<file path="src/design/ffab_pkg.sv">
// Constants and types for the fault flag acknowledge bank.
// Summary of operation
// - First system error flag register sits at offset 05, eight bits, resets zero.
// - Flags read one once detected; writing one clears a flag unless its event is still active; reset zero.
// - Bit 7 of first error register latches forced reset power-down completion.
// - Bit 6 of first error register latches input undervoltage lockout.
// - Bit 5 of first error register latches thermal shutdown.
// - Bit 3 latches input overvoltage error, only when the OTP option enables it.
// - Bit 2 of first error register latches automatic re-arm error.
// - Bit 1 of first error register latches register write CRC failure.
// - Bit 0 latches self-test failure or uncorrectable OTP ECC fault.
// - Short flags at offset 06: switch shorts 6..4, linreg 3, outputs 2..0.
// - Overvoltage flags at offset 07: linreg bit 3, converters bits 2..0.
// - Undervoltage flags at offset 08: linreg bit 3, converters bits 2..0.
// - Overcurrent flags at offset 09; bit 6 linreg overcurrent, bit 7 unused.
// - Overcurrent bits 5, 3, 1 latch negative limit of converters 3, 2, 1.
// - Overcurrent bits 4, 2, 0 latch peak limit of converters 3, 2, 1.
// - Status register at 03 ORs unmasked flags of each flag register.
package ffab_pkg;

    localparam int ADDR_W = 8;
    localparam int DATA_W = 8;

    localparam logic [ADDR_W-1:0] OFS_STATUS = 8'h03;
    localparam logic [ADDR_W-1:0] OFS_SYS_ERR = 8'h05;
    localparam logic [ADDR_W-1:0] OFS_SHORT = 8'h06;
    localparam logic [ADDR_W-1:0] OFS_OV_MON = 8'h07;
    localparam logic [ADDR_W-1:0] OFS_UV_MON = 8'h08;
    localparam logic [ADDR_W-1:0] OFS_OC = 8'h09;

    localparam logic [DATA_W-1:0] FLAG_RESET = 8'h00;

    // Implemented bit positions of each flag register.
    localparam logic [DATA_W-1:0] USED_SYS_ERR = 8'hEF;
    localparam logic [DATA_W-1:0] USED_SHORT = 8'h7F;
    localparam logic [DATA_W-1:0] USED_MON = 8'h0F;
    localparam logic [DATA_W-1:0] USED_OC = 8'h7F;

    // Bit positions inside the system error register.
    localparam int BIT_FORCED_RESET = 7;
    localparam int BIT_UVLO = 6;
    localparam int BIT_TSD = 5;
    localparam int BIT_IN_OVERVOLT = 3;
    localparam int BIT_AUTO_REARM = 2;
    localparam int BIT_WRITE_CRC = 1;
    localparam int BIT_SELF_TEST = 0;

    // Bit positions inside the short circuit register.
    localparam int SC_SW_C3 = 6;
    localparam int SC_SW_C2 = 5;
    localparam int SC_SW_C1 = 4;
    localparam int SC_LINREG = 3;
    localparam int SC_OUT_C3 = 2;
    localparam int SC_OUT_C2 = 1;
    localparam int SC_OUT_C1 = 0;

    // Bit positions shared by both voltage monitor registers.
    localparam int MON_LINREG = 3;
    localparam int MON_C3 = 2;
    localparam int MON_C2 = 1;
    localparam int MON_C1 = 0;

    // Bit positions inside the overcurrent register.
    localparam int OC_LINREG = 6;
    localparam int OC_NEG_C3 = 5;
    localparam int OC_PEAK_C3 = 4;
    localparam int OC_NEG_C2 = 3;
    localparam int OC_PEAK_C2 = 2;
    localparam int OC_NEG_C1 = 1;
    localparam int OC_PEAK_C1 = 0;

    // Summary bit positions of the status register.
    localparam int ST_OC_BIT = 5;
    localparam int ST_UV_BIT = 3;
    localparam int ST_OV_BIT = 2;
    localparam int ST_ERR_BIT = 1;

    typedef logic [DATA_W-1:0] ffab_byte_t;
    typedef logic [ADDR_W-1:0] ffab_addr_t;

endpackage

</file>
<file path="src/design/ffab_flag_bank.sv">
// One eight-bit sticky flag register with write-one-to-clear access.
`timescale 1ns/1ps
module ffab_flag_bank #(
    parameter int WIDTH = 8,
    parameter logic [WIDTH-1:0] USED = '1,
    parameter logic [WIDTH-1:0] RESET_VAL = '0
) (
    // Clock and reset.
    input wire logic mclk,
    input wire logic rst,
    // Asynchronous event levels and same-clock qualifiers.
    input wire logic [WIDTH-1:0] event_raw,
    input wire logic [WIDTH-1:0] event_qual,
    // Clearing write.
    input wire logic clear_en,
    input wire logic [WIDTH-1:0] clear_data,
    // Latched flags.
    output logic [WIDTH-1:0] flags
);

    typedef struct packed {
        logic [WIDTH-1:0] s1;
        logic [WIDTH-1:0] s2;
        logic [WIDTH-1:0] s3;
        logic [WIDTH-1:0] level;
        logic [WIDTH-1:0] flags;
    } ffab_bank_s;

    ffab_bank_s st_reg;
    ffab_bank_s st_next;

    if (WIDTH < 1) begin : g_bad_width
        $error("ffab_flag_bank: WIDTH must be at least one");
    end

    always_comb begin
        logic [WIDTH-1:0] agree;
        logic [WIDTH-1:0] set_v;
        logic [WIDTH-1:0] clr_v;
        agree = ~(st_reg.s2 ^ st_reg.s3);
        set_v = st_reg.level & event_qual & USED;
        clr_v = clear_en ? (clear_data & USED) : '0;
        st_next = st_reg;
        st_next.s1 = event_raw;
        st_next.s2 = st_reg.s1;
        st_next.s3 = st_reg.s2;
        // A level change counts once the second and third stages agree.
        st_next.level = (st_reg.s2 & agree) | (st_reg.level & ~agree);
        st_next.flags = ((st_reg.flags & ~clr_v) | set_v) & USED;
    end

    always_ff @(posedge mclk or posedge rst) begin
        if (rst) begin
            st_reg <= '0;
            st_reg.flags <= RESET_VAL;
        end else begin
            st_reg <= st_next;
        end
    end

    assign flags = st_reg.flags;

endmodule

</file>
<file path="src/design/ffab_top.sv">
// Fault flag acknowledge bank: five sticky flag registers and a status summary.
`timescale 1ns/1ps
module ffab_top
    import ffab_pkg::*;
(
    // Clock and reset.
    input wire logic mclk,
    input wire logic rst,
    // Register port from the serial control interface.
    input wire logic reg_wr_en,
    input wire logic reg_rd_en,
    input wire ffab_pkg::ffab_addr_t reg_addr,
    input wire ffab_pkg::ffab_byte_t reg_wdata,
    output ffab_pkg::ffab_byte_t reg_rdata,
    output logic reg_rd_valid,
    output logic reg_wr_done,
    // Mask bits from the mask registers, one means masked.
    input wire ffab_pkg::ffab_byte_t sys_err_mask,
    input wire ffab_pkg::ffab_byte_t short_mask,
    input wire ffab_pkg::ffab_byte_t ov_mon_mask,
    input wire ffab_pkg::ffab_byte_t uv_mon_mask,
    input wire ffab_pkg::ffab_byte_t oc_mask,
    // One-time-programmed option enabling the input overvoltage error.
    input wire logic otp_in_overvolt_en,
    // System events.
    input wire logic forced_reset_done_flag,
    input wire logic input_undervolt_lockout_flag,
    input wire logic thermal_shutdown_flag,
    input wire logic input_overvolt_error_flag,
    input wire logic auto_rearm_error_flag,
    input wire logic write_crc_error_flag,
    input wire logic self_test_error_flag,
    input wire logic otp_ecc_error_event,
    // Short circuit events.
    input wire logic conv3_switch_short_flag,
    input wire logic conv2_switch_short_flag,
    input wire logic conv1_switch_short_flag,
    input wire logic linreg_short_flag,
    input wire logic conv3_output_short_flag,
    input wire logic conv2_output_short_flag,
    input wire logic conv1_output_short_flag,
    // Overvoltage monitor events.
    input wire logic linreg_overvolt_flag,
    input wire logic conv3_overvolt_flag,
    input wire logic conv2_overvolt_flag,
    input wire logic conv1_overvolt_flag,
    // Undervoltage monitor events.
    input wire logic linreg_undervolt_flag,
    input wire logic conv3_undervolt_flag,
    input wire logic conv2_undervolt_flag,
    input wire logic conv1_undervolt_flag,
    // Overcurrent events.
    input wire logic linreg_overcurrent_flag,
    input wire logic conv3_negative_limit_flag,
    input wire logic conv3_peak_limit_flag,
    input wire logic conv2_negative_limit_flag,
    input wire logic conv2_peak_limit_flag,
    input wire logic conv1_negative_limit_flag,
    input wire logic conv1_peak_limit_flag,
    // Summary status and latched flags.
    output ffab_pkg::ffab_byte_t status_summary,
    output ffab_pkg::ffab_byte_t sys_err_flags,
    output ffab_pkg::ffab_byte_t short_flags,
    output ffab_pkg::ffab_byte_t ov_mon_flags,
    output ffab_pkg::ffab_byte_t uv_mon_flags,
    output ffab_pkg::ffab_byte_t oc_flags
);

    import ffab_pkg::*;

    // The bank and the register map assume byte-wide flag registers.
    if (DATA_W != 8) begin : g_bad_data_w
        $error("ffab_top: DATA_W must be eight");
    end
    if (ADDR_W < 4) begin : g_bad_addr_w
        $error("ffab_top: ADDR_W too narrow for the register map");
    end

    ////////////////////////////////////////////////////////////////////////
    // Event vectors.

    ffab_byte_t sys_err_raw;
    ffab_byte_t short_raw;
    ffab_byte_t ov_mon_raw;
    ffab_byte_t uv_mon_raw;
    ffab_byte_t oc_raw;
    ffab_byte_t sys_err_qual;

    always_comb begin
        sys_err_raw = '0;
        sys_err_raw[BIT_FORCED_RESET] = forced_reset_done_flag;
        sys_err_raw[BIT_UVLO] = input_undervolt_lockout_flag;
        sys_err_raw[BIT_TSD] = thermal_shutdown_flag;
        sys_err_raw[BIT_IN_OVERVOLT] = input_overvolt_error_flag;
        sys_err_raw[BIT_AUTO_REARM] = auto_rearm_error_flag;
        sys_err_raw[BIT_WRITE_CRC] = write_crc_error_flag;
        sys_err_raw[BIT_SELF_TEST] = self_test_error_flag
            | otp_ecc_error_event;
    end

    always_comb begin
        sys_err_qual = '1;
        sys_err_qual[BIT_IN_OVERVOLT] = otp_in_overvolt_en;
    end

    always_comb begin
        short_raw = '0;
        short_raw[SC_SW_C3] = conv3_switch_short_flag;
        short_raw[SC_SW_C2] = conv2_switch_short_flag;
        short_raw[SC_SW_C1] = conv1_switch_short_flag;
        short_raw[SC_LINREG] = linreg_short_flag;
        short_raw[SC_OUT_C3] = conv3_output_short_flag;
        short_raw[SC_OUT_C2] = conv2_output_short_flag;
        short_raw[SC_OUT_C1] = conv1_output_short_flag;
    end

    always_comb begin
        ov_mon_raw = '0;
        ov_mon_raw[MON_LINREG] = linreg_overvolt_flag;
        ov_mon_raw[MON_C3] = conv3_overvolt_flag;
        ov_mon_raw[MON_C2] = conv2_overvolt_flag;
        ov_mon_raw[MON_C1] = conv1_overvolt_flag;
    end

    always_comb begin
        uv_mon_raw = '0;
        uv_mon_raw[MON_LINREG] = linreg_undervolt_flag;
        uv_mon_raw[MON_C3] = conv3_undervolt_flag;
        uv_mon_raw[MON_C2] = conv2_undervolt_flag;
        uv_mon_raw[MON_C1] = conv1_undervolt_flag;
    end

    always_comb begin
        oc_raw = '0;
        oc_raw[OC_LINREG] = linreg_overcurrent_flag;
        oc_raw[OC_NEG_C3] = conv3_negative_limit_flag;
        oc_raw[OC_NEG_C2] = conv2_negative_limit_flag;
        oc_raw[OC_NEG_C1] = conv1_negative_limit_flag;
        oc_raw[OC_PEAK_C3] = conv3_peak_limit_flag;
        oc_raw[OC_PEAK_C2] = conv2_peak_limit_flag;
        oc_raw[OC_PEAK_C1] = conv1_peak_limit_flag;
    end

    ////////////////////////////////////////////////////////////////////////
    // Write decode.

    logic clr_sys_err;
    logic clr_short;
    logic clr_ov_mon;
    logic clr_uv_mon;
    logic clr_oc;

    always_comb begin
        clr_sys_err = 1'h0;
        clr_short = 1'h0;
        clr_ov_mon = 1'h0;
        clr_uv_mon = 1'h0;
        clr_oc = 1'h0;
        if (reg_wr_en && reg_addr == OFS_SYS_ERR) begin
            clr_sys_err = 1'h1;
        end else if (reg_wr_en && reg_addr == OFS_SHORT) begin
            clr_short = 1'h1;
        end else if (reg_wr_en && reg_addr == OFS_OV_MON) begin
            clr_ov_mon = 1'h1;
        end else if (reg_wr_en && reg_addr == OFS_UV_MON) begin
            clr_uv_mon = 1'h1;
        end else if (reg_wr_en && reg_addr == OFS_OC) begin
            clr_oc = 1'h1;
        end
    end

    ////////////////////////////////////////////////////////////////////////
    // Flag registers.

    ffab_flag_bank #(
        .WIDTH(DATA_W),
        .USED(USED_SYS_ERR),
        .RESET_VAL(FLAG_RESET)
    ) u_sys_err (
        .mclk(mclk),
        .rst(rst),
        .event_raw(sys_err_raw),
        .event_qual(sys_err_qual),
        .clear_en(clr_sys_err),
        .clear_data(reg_wdata),
        .flags(sys_err_flags)
    );

    ffab_flag_bank #(
        .WIDTH(DATA_W),
        .USED(USED_SHORT),
        .RESET_VAL(FLAG_RESET)
    ) u_short (
        .mclk(mclk),
        .rst(rst),
        .event_raw(short_raw),
        .event_qual('1),
        .clear_en(clr_short),
        .clear_data(reg_wdata),
        .flags(short_flags)
    );

    ffab_flag_bank #(
        .WIDTH(DATA_W),
        .USED(USED_MON),
        .RESET_VAL(FLAG_RESET)
    ) u_ov_mon (
        .mclk(mclk),
        .rst(rst),
        .event_raw(ov_mon_raw),
        .event_qual('1),
        .clear_en(clr_ov_mon),
        .clear_data(reg_wdata),
        .flags(ov_mon_flags)
    );

    ffab_flag_bank #(
        .WIDTH(DATA_W),
        .USED(USED_MON),
        .RESET_VAL(FLAG_RESET)
    ) u_uv_mon (
        .mclk(mclk),
        .rst(rst),
        .event_raw(uv_mon_raw),
        .event_qual('1),
        .clear_en(clr_uv_mon),
        .clear_data(reg_wdata),
        .flags(uv_mon_flags)
    );

    ffab_flag_bank #(
        .WIDTH(DATA_W),
        .USED(USED_OC),
        .RESET_VAL(FLAG_RESET)
    ) u_oc (
        .mclk(mclk),
        .rst(rst),
        .event_raw(oc_raw),
        .event_qual('1),
        .clear_en(clr_oc),
        .clear_data(reg_wdata),
        .flags(oc_flags)
    );

    ////////////////////////////////////////////////////////////////////////
    // Status summary, read data and access handshakes.

    typedef struct packed {
        ffab_byte_t status;
        ffab_byte_t rdata;
        logic rd_valid;
        logic wr_done;
    } ffab_top_s;

    ffab_top_s st_reg;
    ffab_top_s st_next;

    always_comb begin
        ffab_byte_t summ;
        summ = '0;
        summ[ST_OC_BIT] = |(oc_flags & ~oc_mask);
        summ[ST_UV_BIT] = |(uv_mon_flags & ~uv_mon_mask);
        summ[ST_OV_BIT] = |(ov_mon_flags & ~ov_mon_mask);
        summ[ST_ERR_BIT] = |(sys_err_flags & ~sys_err_mask)
            | |(short_flags & ~short_mask);
        st_next = st_reg;
        st_next.status = summ;
        st_next.rd_valid = reg_rd_en;
        st_next.wr_done = reg_wr_en;
        st_next.rdata = '0;
        // Unmapped addresses read as zero.
        if (reg_rd_en && reg_addr == OFS_STATUS) begin
            st_next.rdata = st_reg.status;
        end else if (reg_rd_en && reg_addr == OFS_SYS_ERR) begin
            st_next.rdata = sys_err_flags;
        end else if (reg_rd_en && reg_addr == OFS_SHORT) begin
            st_next.rdata = short_flags;
        end else if (reg_rd_en && reg_addr == OFS_OV_MON) begin
            st_next.rdata = ov_mon_flags;
        end else if (reg_rd_en && reg_addr == OFS_UV_MON) begin
            st_next.rdata = uv_mon_flags;
        end else if (reg_rd_en && reg_addr == OFS_OC) begin
            st_next.rdata = oc_flags;
        end
    end

    always_ff @(posedge mclk or posedge rst) begin
        if (rst) begin
            st_reg <= '0;
        end else begin
            st_reg <= st_next;
        end
    end

    assign status_summary = st_reg.status;
    assign reg_rdata = st_reg.rdata;
    assign reg_rd_valid = st_reg.rd_valid;
    assign reg_wr_done = st_reg.wr_done;

endmodule

</file>
<file path="config.mk">
export PLATFORM = sky130hd
export DESIGN_NAME = ffab_top
export DESIGN_NICKNAME = d
export VERILOG_FILES = /design/src/design/ffab_pkg.sv /design/src/design/ffab_flag_bank.sv /design/src/design/ffab_top.sv
export SDC_FILE = /design/constraint.sdc
export NUM_CORES = 1
export LEC_CHECK = 0
export BUFFER_PORTS_ARGS = -buffer_cell sky130_fd_sc_hd__buf_4
export CAP_MARGIN = 5
export CORE_MARGIN = 2
export CORE_UTILIZATION = 50
export CTS_BUF_LIST = sky130_fd_sc_hd__clkbuf_4 sky130_fd_sc_hd__clkbuf_8
export CTS_CLUSTER_SIZE = 10
export DETAILED_ROUTE_END_ITERATION = 10
export PLACE_DENSITY = 0.76
export SYNTH_ARGS = -nofsm -noshare
export SYNTH_HDL_FRONTEND = slang
export SYNTH_SLANG_ARGS = --single-unit
export TNS_END_PERCENT = 50
</file>
<file path="constraint.sdc">
create_clock -name mclk -period 5.7 [get_ports mclk]
set_clock_uncertainty 0.15 [all_clocks]
set_input_delay 0.57 -clock mclk [delete_from_list [all_inputs] [get_ports mclk]]
set_output_delay 0.57 -clock mclk [all_outputs]
set_load 0.01 [all_outputs]
</file>
=== Word level (Yosys, flattened, before mapping) ===
Cells that the tools add are included.
Widths: inputs -> output; s select.

* Output and inout bits: 58
* Flip-flop bits (word level): 170

* Eq/ne operators: 6
* Bitwise logic cells: 58
* Multiplexer cells: 26
* Reduce and logical (&&, ||, !) cells: 16

{| class="wikitable"
|+ Operator list
! cell !! count
|-
| $not 8->8 || 16
|-
| $and 8x8->8 || 9
|-
| $or 8x8->8 || 6
|-
| $mux 7 || 6
|-
| $reduce_or 8->1 || 5
|-
| $and 4x8->8 || 4
|-
| $and 7x8->8 || 4
|-
| $eq 8x3->1 const B || 3
|-
| $mux 8 || 3
|-
| $eq 8x4->1 const B || 2
|-
| $mux 1 || 15
|-
| $and 7x7->7 || 2
|-
| $not 7->7 || 2
|-
| $or 7x7->7 || 2
|-
| $xor 7x7->7 || 2
|-
| $logic_and 1x1->1 || 11
|-
| $and 4x4->4 || 2
|-
| $eq 8x2->1 const B || 1
|-
| $mux 4 || 2
|-
| $not 4->4 || 2
|-
| $or 4x4->4 || 2
|-
| $xor 4x4->4 || 2
|-
| $xor 8x8->8 || 1
|-
| $or 1x1->1 || 2
|}

=== Depth between registers and ports, before layout ===
Gate-level depths: netlist of run 1.

* Depth in word-level cells: 11
* Mapped depth: 6

=== Hierarchy ===
Synthesis of run 1 repeated with hierarchy kept, for this count alone.

* Cell total of the unflattened synthesis: 449
* Area total of the unflattened synthesis: 5949.5 um^2

{| class="wikitable"
|+ By module, submodules not included
! module !! area each (um^2) !! instances !! cells an instance
|-
| ffab_flag_bank at u_oc ... || 1101.1 || 3 || 66
|-
| ffab_flag_bank at u_ov_mon ... || 663.1 || 2 || 42
|-
| ffab_top || 1320.0 || 1 || 167
|}

=== Worst setup path after synthesis of run 1 ===
OpenSTA, ideal clock, no wires.

* Kind: in2reg
* Start point: in reg_addr[5]
* End point: reg u_ov_mon.flags[0] (netlist name)
* Data arrival time: 1.709 ns
* Path buffers: 0
* Cell stages on the path: 4
* Setup slack: 3.723 ns
* Path through: or4_4 > nor4_4 > nand2_1 > a21o_1

{| class="wikitable"
|+ RTL lines
! item !! RTL line !! text
|-
| start, declared || ffab_top.sv:12 || <nowiki>input wire ffab_pkg::ffab_addr_t reg_addr,</nowiki>
|}

==> results of run 1 <==
==> critical path: cells and delay by family <==
family / cells / cell delay, ns
buffers and inverters: 1 / 0.11
AOI/OAI and AO/OA: 1 / 0.19
and+or+nand+nor: 3 / 1.20
==> worst paths after layout <==
kind,to,cells past startpoint,slack [ns],from
setup / recovery,u_oc.flags[5],5,3.80,reg_addr[5]
min in group asynchronous,u_sys_err.st_next[25],2,0.11,rst
max in group asynchronous,u_sys_err.flags[3],3,3.93,rst
hold / removal,u_oc.st_next[25],1,0.09,conv1_negative_limit_flag
setup reg to reg,reg_rdata[0],3,4.24,u_ov_mon.flags[0]
hold reg to reg,u_sys_err.st_next[21],0,0.20,u_sys_err.st_next[29]
==> synth_stat cells (2+ instances only) <==
library cell / count
a22oi_1: 2
buf_2: 5
nand2b_1: 2
nand2_1: 40
o21ai_0: 4
maj3_1: 29
o221ai_1: 2
nor3_1: 2
or2_2: 2
o211ai_1: 3
inv_1: 32
nor4_1: 5
nor2_1: 5
o22ai_1: 6
mux2_2: 3
a221oi_1: 3
a21o_1: 28
buf_4: 44
a21oi_1: 6
dfrtp_1: 159
a221o_1: 3
a2bb2oi_1: 2
nor2b_1: 3
==> kinds of logic after synthesis <==
kind of cell | after synthesis | synth area share
flip-flops | 159 | 0.703
buffers and inverters | 81 | 0.0840
AND/OR/NAND/NOR | 71 | 0.0705
AO/OA/AOI/OAI | 65 | 0.0851
adder cells (fa/ha/maj) | 29 | 0.0513
multiplexers | 3 | 0.00597
other | 1 | 0.000662
==> power groups by stage <==
stage / registers [mW] / logic (mW) / clock network (mW)
final: 1.21 / 0.123 / 0.788
after global routing: 1.21 / 0.137 / 0.853
after CTS: 1.21 / 0.125 / 0.807
after detailed placement: 1.23 / 0.125 / 0
after global placement: 1.23 / 0.121 / 0
after floorplan: 1.22 / 0.0685 / 0
==> layout make-up <==
type | instances | area [um2]
repair buffers | 123 | 923
multi-input cells | 183 | 1260
clock inverters | 13 | 126
inverters | 32 | 125
well taps | 140 | 175
fillers | 835 | 4080
clock buffers | 19 | 262
flip-flops and latches | 159 | 3980
==> stage by stage <==
step	cell area [um2]	hold slack, ns	std cells	setup slack, ns	util
2_1_floorplan	5720	0.181	423	0.688	-
3_3_place_gp	6460	0.184	637	3.41	0.591
3_5_place_dp	6460	0.185	637	3.39	0.591
4_1_cts	6850	0.0644	669	3.85	0.627
5_1_grt	6850	0.0546	669	3.62	0.627
6_report	6850	0.0881	669	3.80	0.627
==> routing by layer <==
metal	share of wire	vias to the layer above	routed length, um
li1	-	1549	-
met1	0.42	1698	4670
met2	0.49	138	5390
met3	0.067	23	737
met4	0.021	0	230
met5	0	-	0
==> impl_metrics.ini, run 1 <==
[grt]
antenna_found_initial = 0
met3_usage = 0.0604
grt_pass1_vias = 3444
busiest_layer = met2
grt_max_degree = 92
grtUsageMet1 = 0.246
grt_pass1_wl_um = 17800
globalRouteMet2Util = 0.296
grt_remaining_overflow = 0
grt_usage = 0.189

[clock_network]
clkSinkCount = 159
path_clk_slew_ns = 0.09
cts_resized = 0
post_cts_buffers = 0
cts_buffer_depth = 2
cts_tree = yes
root_buffer = clkbuf_8
insertion_delay_ns = 0.43
postCtsHoldBufs = 0
cts_buffers = 17
htreeDepth = 4

[layout]
mostFrequentLayoutCell = dfrtp_1
drive_gt1_frac = 0.318
area_growth_pct = 21.0
final_cell_mix = dfrtp_1, buf_4, nand2_1
nNetsFinal = 607
diodes = 0

[die]
core.rowCount = 38
coreArea_um2 = 10900
die_w_um = 110
die_area_um2 = 12200
io-pin-count = 149
start_util = 0.518
die_h_um = 110

[worst_setup_path]
crit_chain = buf_4 > nor4_1 > and4_1 > nand2_1 > a21o_1
end_kind = flip-flop
crit_path_max_incr_delay_ns = 0.55
cp.required_ns = 5.87
critical_path.slowest_cell = nor4_1
cp_max_fo = 7
critPathLaunchType = input pin
arrival_ns = 2.08
critPathKind = input pin to flip-flop

[power_and_ir_drop]
p_comb_frac = 0.058
power_switching_mw = 0.497
ir_drop_v = 0.000191
clock_power_share = 0.372
swShare = 0.235
seqPwrFrac = 0.570
p_leak_nw = 3.11
power_mw = 2.12
p_int_mw = 1.62
pwr_density_cell_nw_per_um2 = 309

[outcome]
status = finished clean

[synth]
yosys_register_bits = 159
syn_area_um2 = 5660
avgSynthCellArea_um2 = 13.8
synthTopCellsByArea = dfrtp_1, buf_4, maj3_1, a21o_1, nand2_1
ys_seq_area_frac = 0.703
synth_top_cell_by_area = dfrtp_1
yosysUniqueCellTypes = 42
netlist_instances = 409
synth_top_cell_area_share = 0.703
synthArstFlopShare = 1.00
ys_warn_count = 0
synth_edf_count = 0
synthFlopType = dfrtp_1

[placement]
post-dp-hpwl_um = 8210
io_buffers = 122
gp_congestion = 0.903

[route]
vias = 3408
ant_nets = 0
drt_first_pass_iters = 4
drc = 0
wl_per_cell_um = 16.5
drt_iter0_drc = 208
wl_um = 11000
vias_per_cell = 5.09

[timing]
hold_violations = 0
timing.final.crit_period_ns = 1.90
slew_viol_final = 0
fmax_mhz = 526
finalCritPeriodShare = 0.333
tightest_slew_ns = 0.820
setup_viol = 0
rsz0062_at_grt = no
max_slew_margin = 0.453
fin_tns_setup_ns = 0

[flow_run]
maxCapViolCount = 0

[worst_hold_path]
min_path_type = input pin to flip-flop
No activity file was read; power rests on OpenSTA's default activity.
==> inputs of run 2 (changes only) <==
==> constraint.sdc (replaced) <==
create_clock -name mclk -period 1.9 [get_ports mclk]
set_clock_uncertainty 0.15 [all_clocks]
set_input_delay 0.19 -clock mclk [delete_from_list [all_inputs] [get_ports mclk]]
set_output_delay 0.19 -clock mclk [all_outputs]
set_load 0.01 [all_outputs]
==> impl_metrics.ini, run 2 (same netlist as run 1, synthesis figures left out) <==
[outcome]
status = finished clean

[clock_network]
cts_buffers = 17
cts_buffer_depth = 2
htreeDepth = 4
path_clk_slew_ns = 0.08
root_buffer = clkbuf_8
insertion_delay_ns = 0.44
cts_tree = yes
cts_resized = 0
clkSinkCount = 159

[worst_setup_path]
crit_chain = inv_1 > o22ai_1 > a221oi_1 > dlygate4sd3_1 > nand3_1
cp.required_ns = 2.07
critical_path.slowest_cell = dlygate4sd3_1
end_kind = flip-flop
arrival_ns = 1.97
cp_max_fo = 4
crit_path_max_incr_delay_ns = 0.58
critPathKind = flip-flop to flip-flop
critPathLaunchType = flip-flop
ff2ff_path_depth = 5

[grt]
grtUsageMet1 = 0.279
busiest_layer = met2
grt_max_degree = 37
grt_pass1_vias = 3913
met3_usage = 0.0615
grt_usage = 0.214
antenna_found_initial = 0
globalRouteMet2Util = 0.343
grt_remaining_overflow = 0
grt_pass1_wl_um = 20100

[layout]
final_cell_mix = dfrtp_1, buf_4, dlygate4sd3_1
nNetsFinal = 672
mostFrequentLayoutCell = dfrtp_1
post-route-util = 0.692
area_growth_pct = 33.6
diodes = 0
fill_cells = 727
drive_gt1_frac = 0.295

[die]
die_h_um = 110
coreArea_um2 = 10900
core.rowCount = 38
die_area_um2 = 12200
die_w_um = 110
io-pin-count = 149
start_util = 0.518

[worst_hold_path]
whs_path_depth = 4
min_path_type = input pin to flip-flop

[route]
wl_um = 12100
wl_per_cell_um = 16.6
drt_first_pass_iters = 5
drc = 0
vias_per_cell = 4.95
vias = 3633
ant_nets = 0
drt_iter0_drc = 241

[timing]
slew_viol_final = 0
finalCritPeriodShare = 0.950
fin_tns_setup_ns = 0
timing.final.crit_period_ns = 1.80
rsz0062_at_grt = no
max_slew_margin = 0.620
tightest_slew_ns = 0.569
fmax_mhz = 554
hold_violations = 0
setup_viol = 0

[placement]
gp_congestion = 0.929
post-dp-hpwl_um = 8400
io_buffers = 122

[power_and_ir_drop]
ir_drop_v = 0.000649
p_leak_nw = 3.41
power_mw = 6.68
pwr_density_cell_nw_per_um2 = 882

[flow_run]
maxCapViolCount = 0
run 2: cell types whose count changed in the layout (fill, tap and decap cells not counted), moves of 2 or more:
cell	before	now
inv_6	6	2
clkinvlp_4	0	4
clkbuf_4	0	2
bufinv_16	1	3
buf_12	0	4
buf_4	123	126
dlygate4sd3_1	0	58
run 2: repair_timing:
| action | 4_1_cts | 5_1_grt |
|---|---|---|
| hold endpoints to repair | 87 | 0 |
| buffers inserted | 0 | 0 |
| hold buffers | 58 | 0 |
run 2: path summary, 6_finish.rpt:
kind / startpoint / endpoint / slack, ns
worst max-delay path: u_sys_err.flags[3] / status_summary[1] / 0.1
worst min-delay path: reg_addr[1] / reg_rdata[0] / 0.08
worst max register to register: u_sys_err.flags[3] / status_summary[1] / 0.1
worst min register to register: u_short.st_next[24] / u_short.st_next[16] / 0.19
max in group asynchronous: rst / u_sys_err.flags[6] / 0.82
min in group asynchronous: rst / u_uv_mon.st_next[24] / 0.21
run 2: worst max-delay path, delay by kind of cell, from the launching register on:
family / cells / cell delay (ns)
buffers and inverters: 2 / 0.66
flip-flops: 1 / 0.44
AO/OA/AOI/OAI: 2 / 0.37
AND/OR/NAND/NOR: 1 / 0.07
run 2: area by class of cell:
| cell class | instances | area [um2] | area share |
|---|---|---|---|
| clock buffer | 20 | 263 | 0.0347 |
| clock inverter | 12 | 158 | 0.0208 |
| inverter | 32 | 124 | 0.0164 |
| multi-input combinational | 183 | 1260 | 0.167 |
| sequential | 159 | 3980 | 0.526 |
| tap | 140 | 175 | 0.0232 |
| timing repair buffer | 188 | 1610 | 0.212 |
run 2: report_power, final:
group,switching (mW),total [mW],internal [mW]
Clock,1.19,2.56,1.37
Sequential,0.0804,3.62,3.54
Combinational,0.213,0.489,0.277
Total,1.49,6.68,5.19
run 2: per-layer routing:
metal,vias up,routed length [um]
li1,1677,-
met1,1801,5180
met2,132,6050
met3,23,654
met4,0,265
met5,-,0
run 2: per-stage QoR:
| stage | instance area [um2] | instances | hold slack (ns) | setup WS, ns |
|---|---|---|---|---|
| floorplan | 5720 | 423 | 0.0714 | -0.455 |
| CTS | 7570 | 734 | 0.0387 | 0.116 |
| global route | 7570 | 734 | 0.0572 | 0.0204 |
| finish | 7570 | 734 | 0.0754 | 0.0956 |
| detailed placement | 6570 | 644 | 0.136 | 0.0211 |
| global placement | 6570 | 644 | 0.132 | 0.0806 |
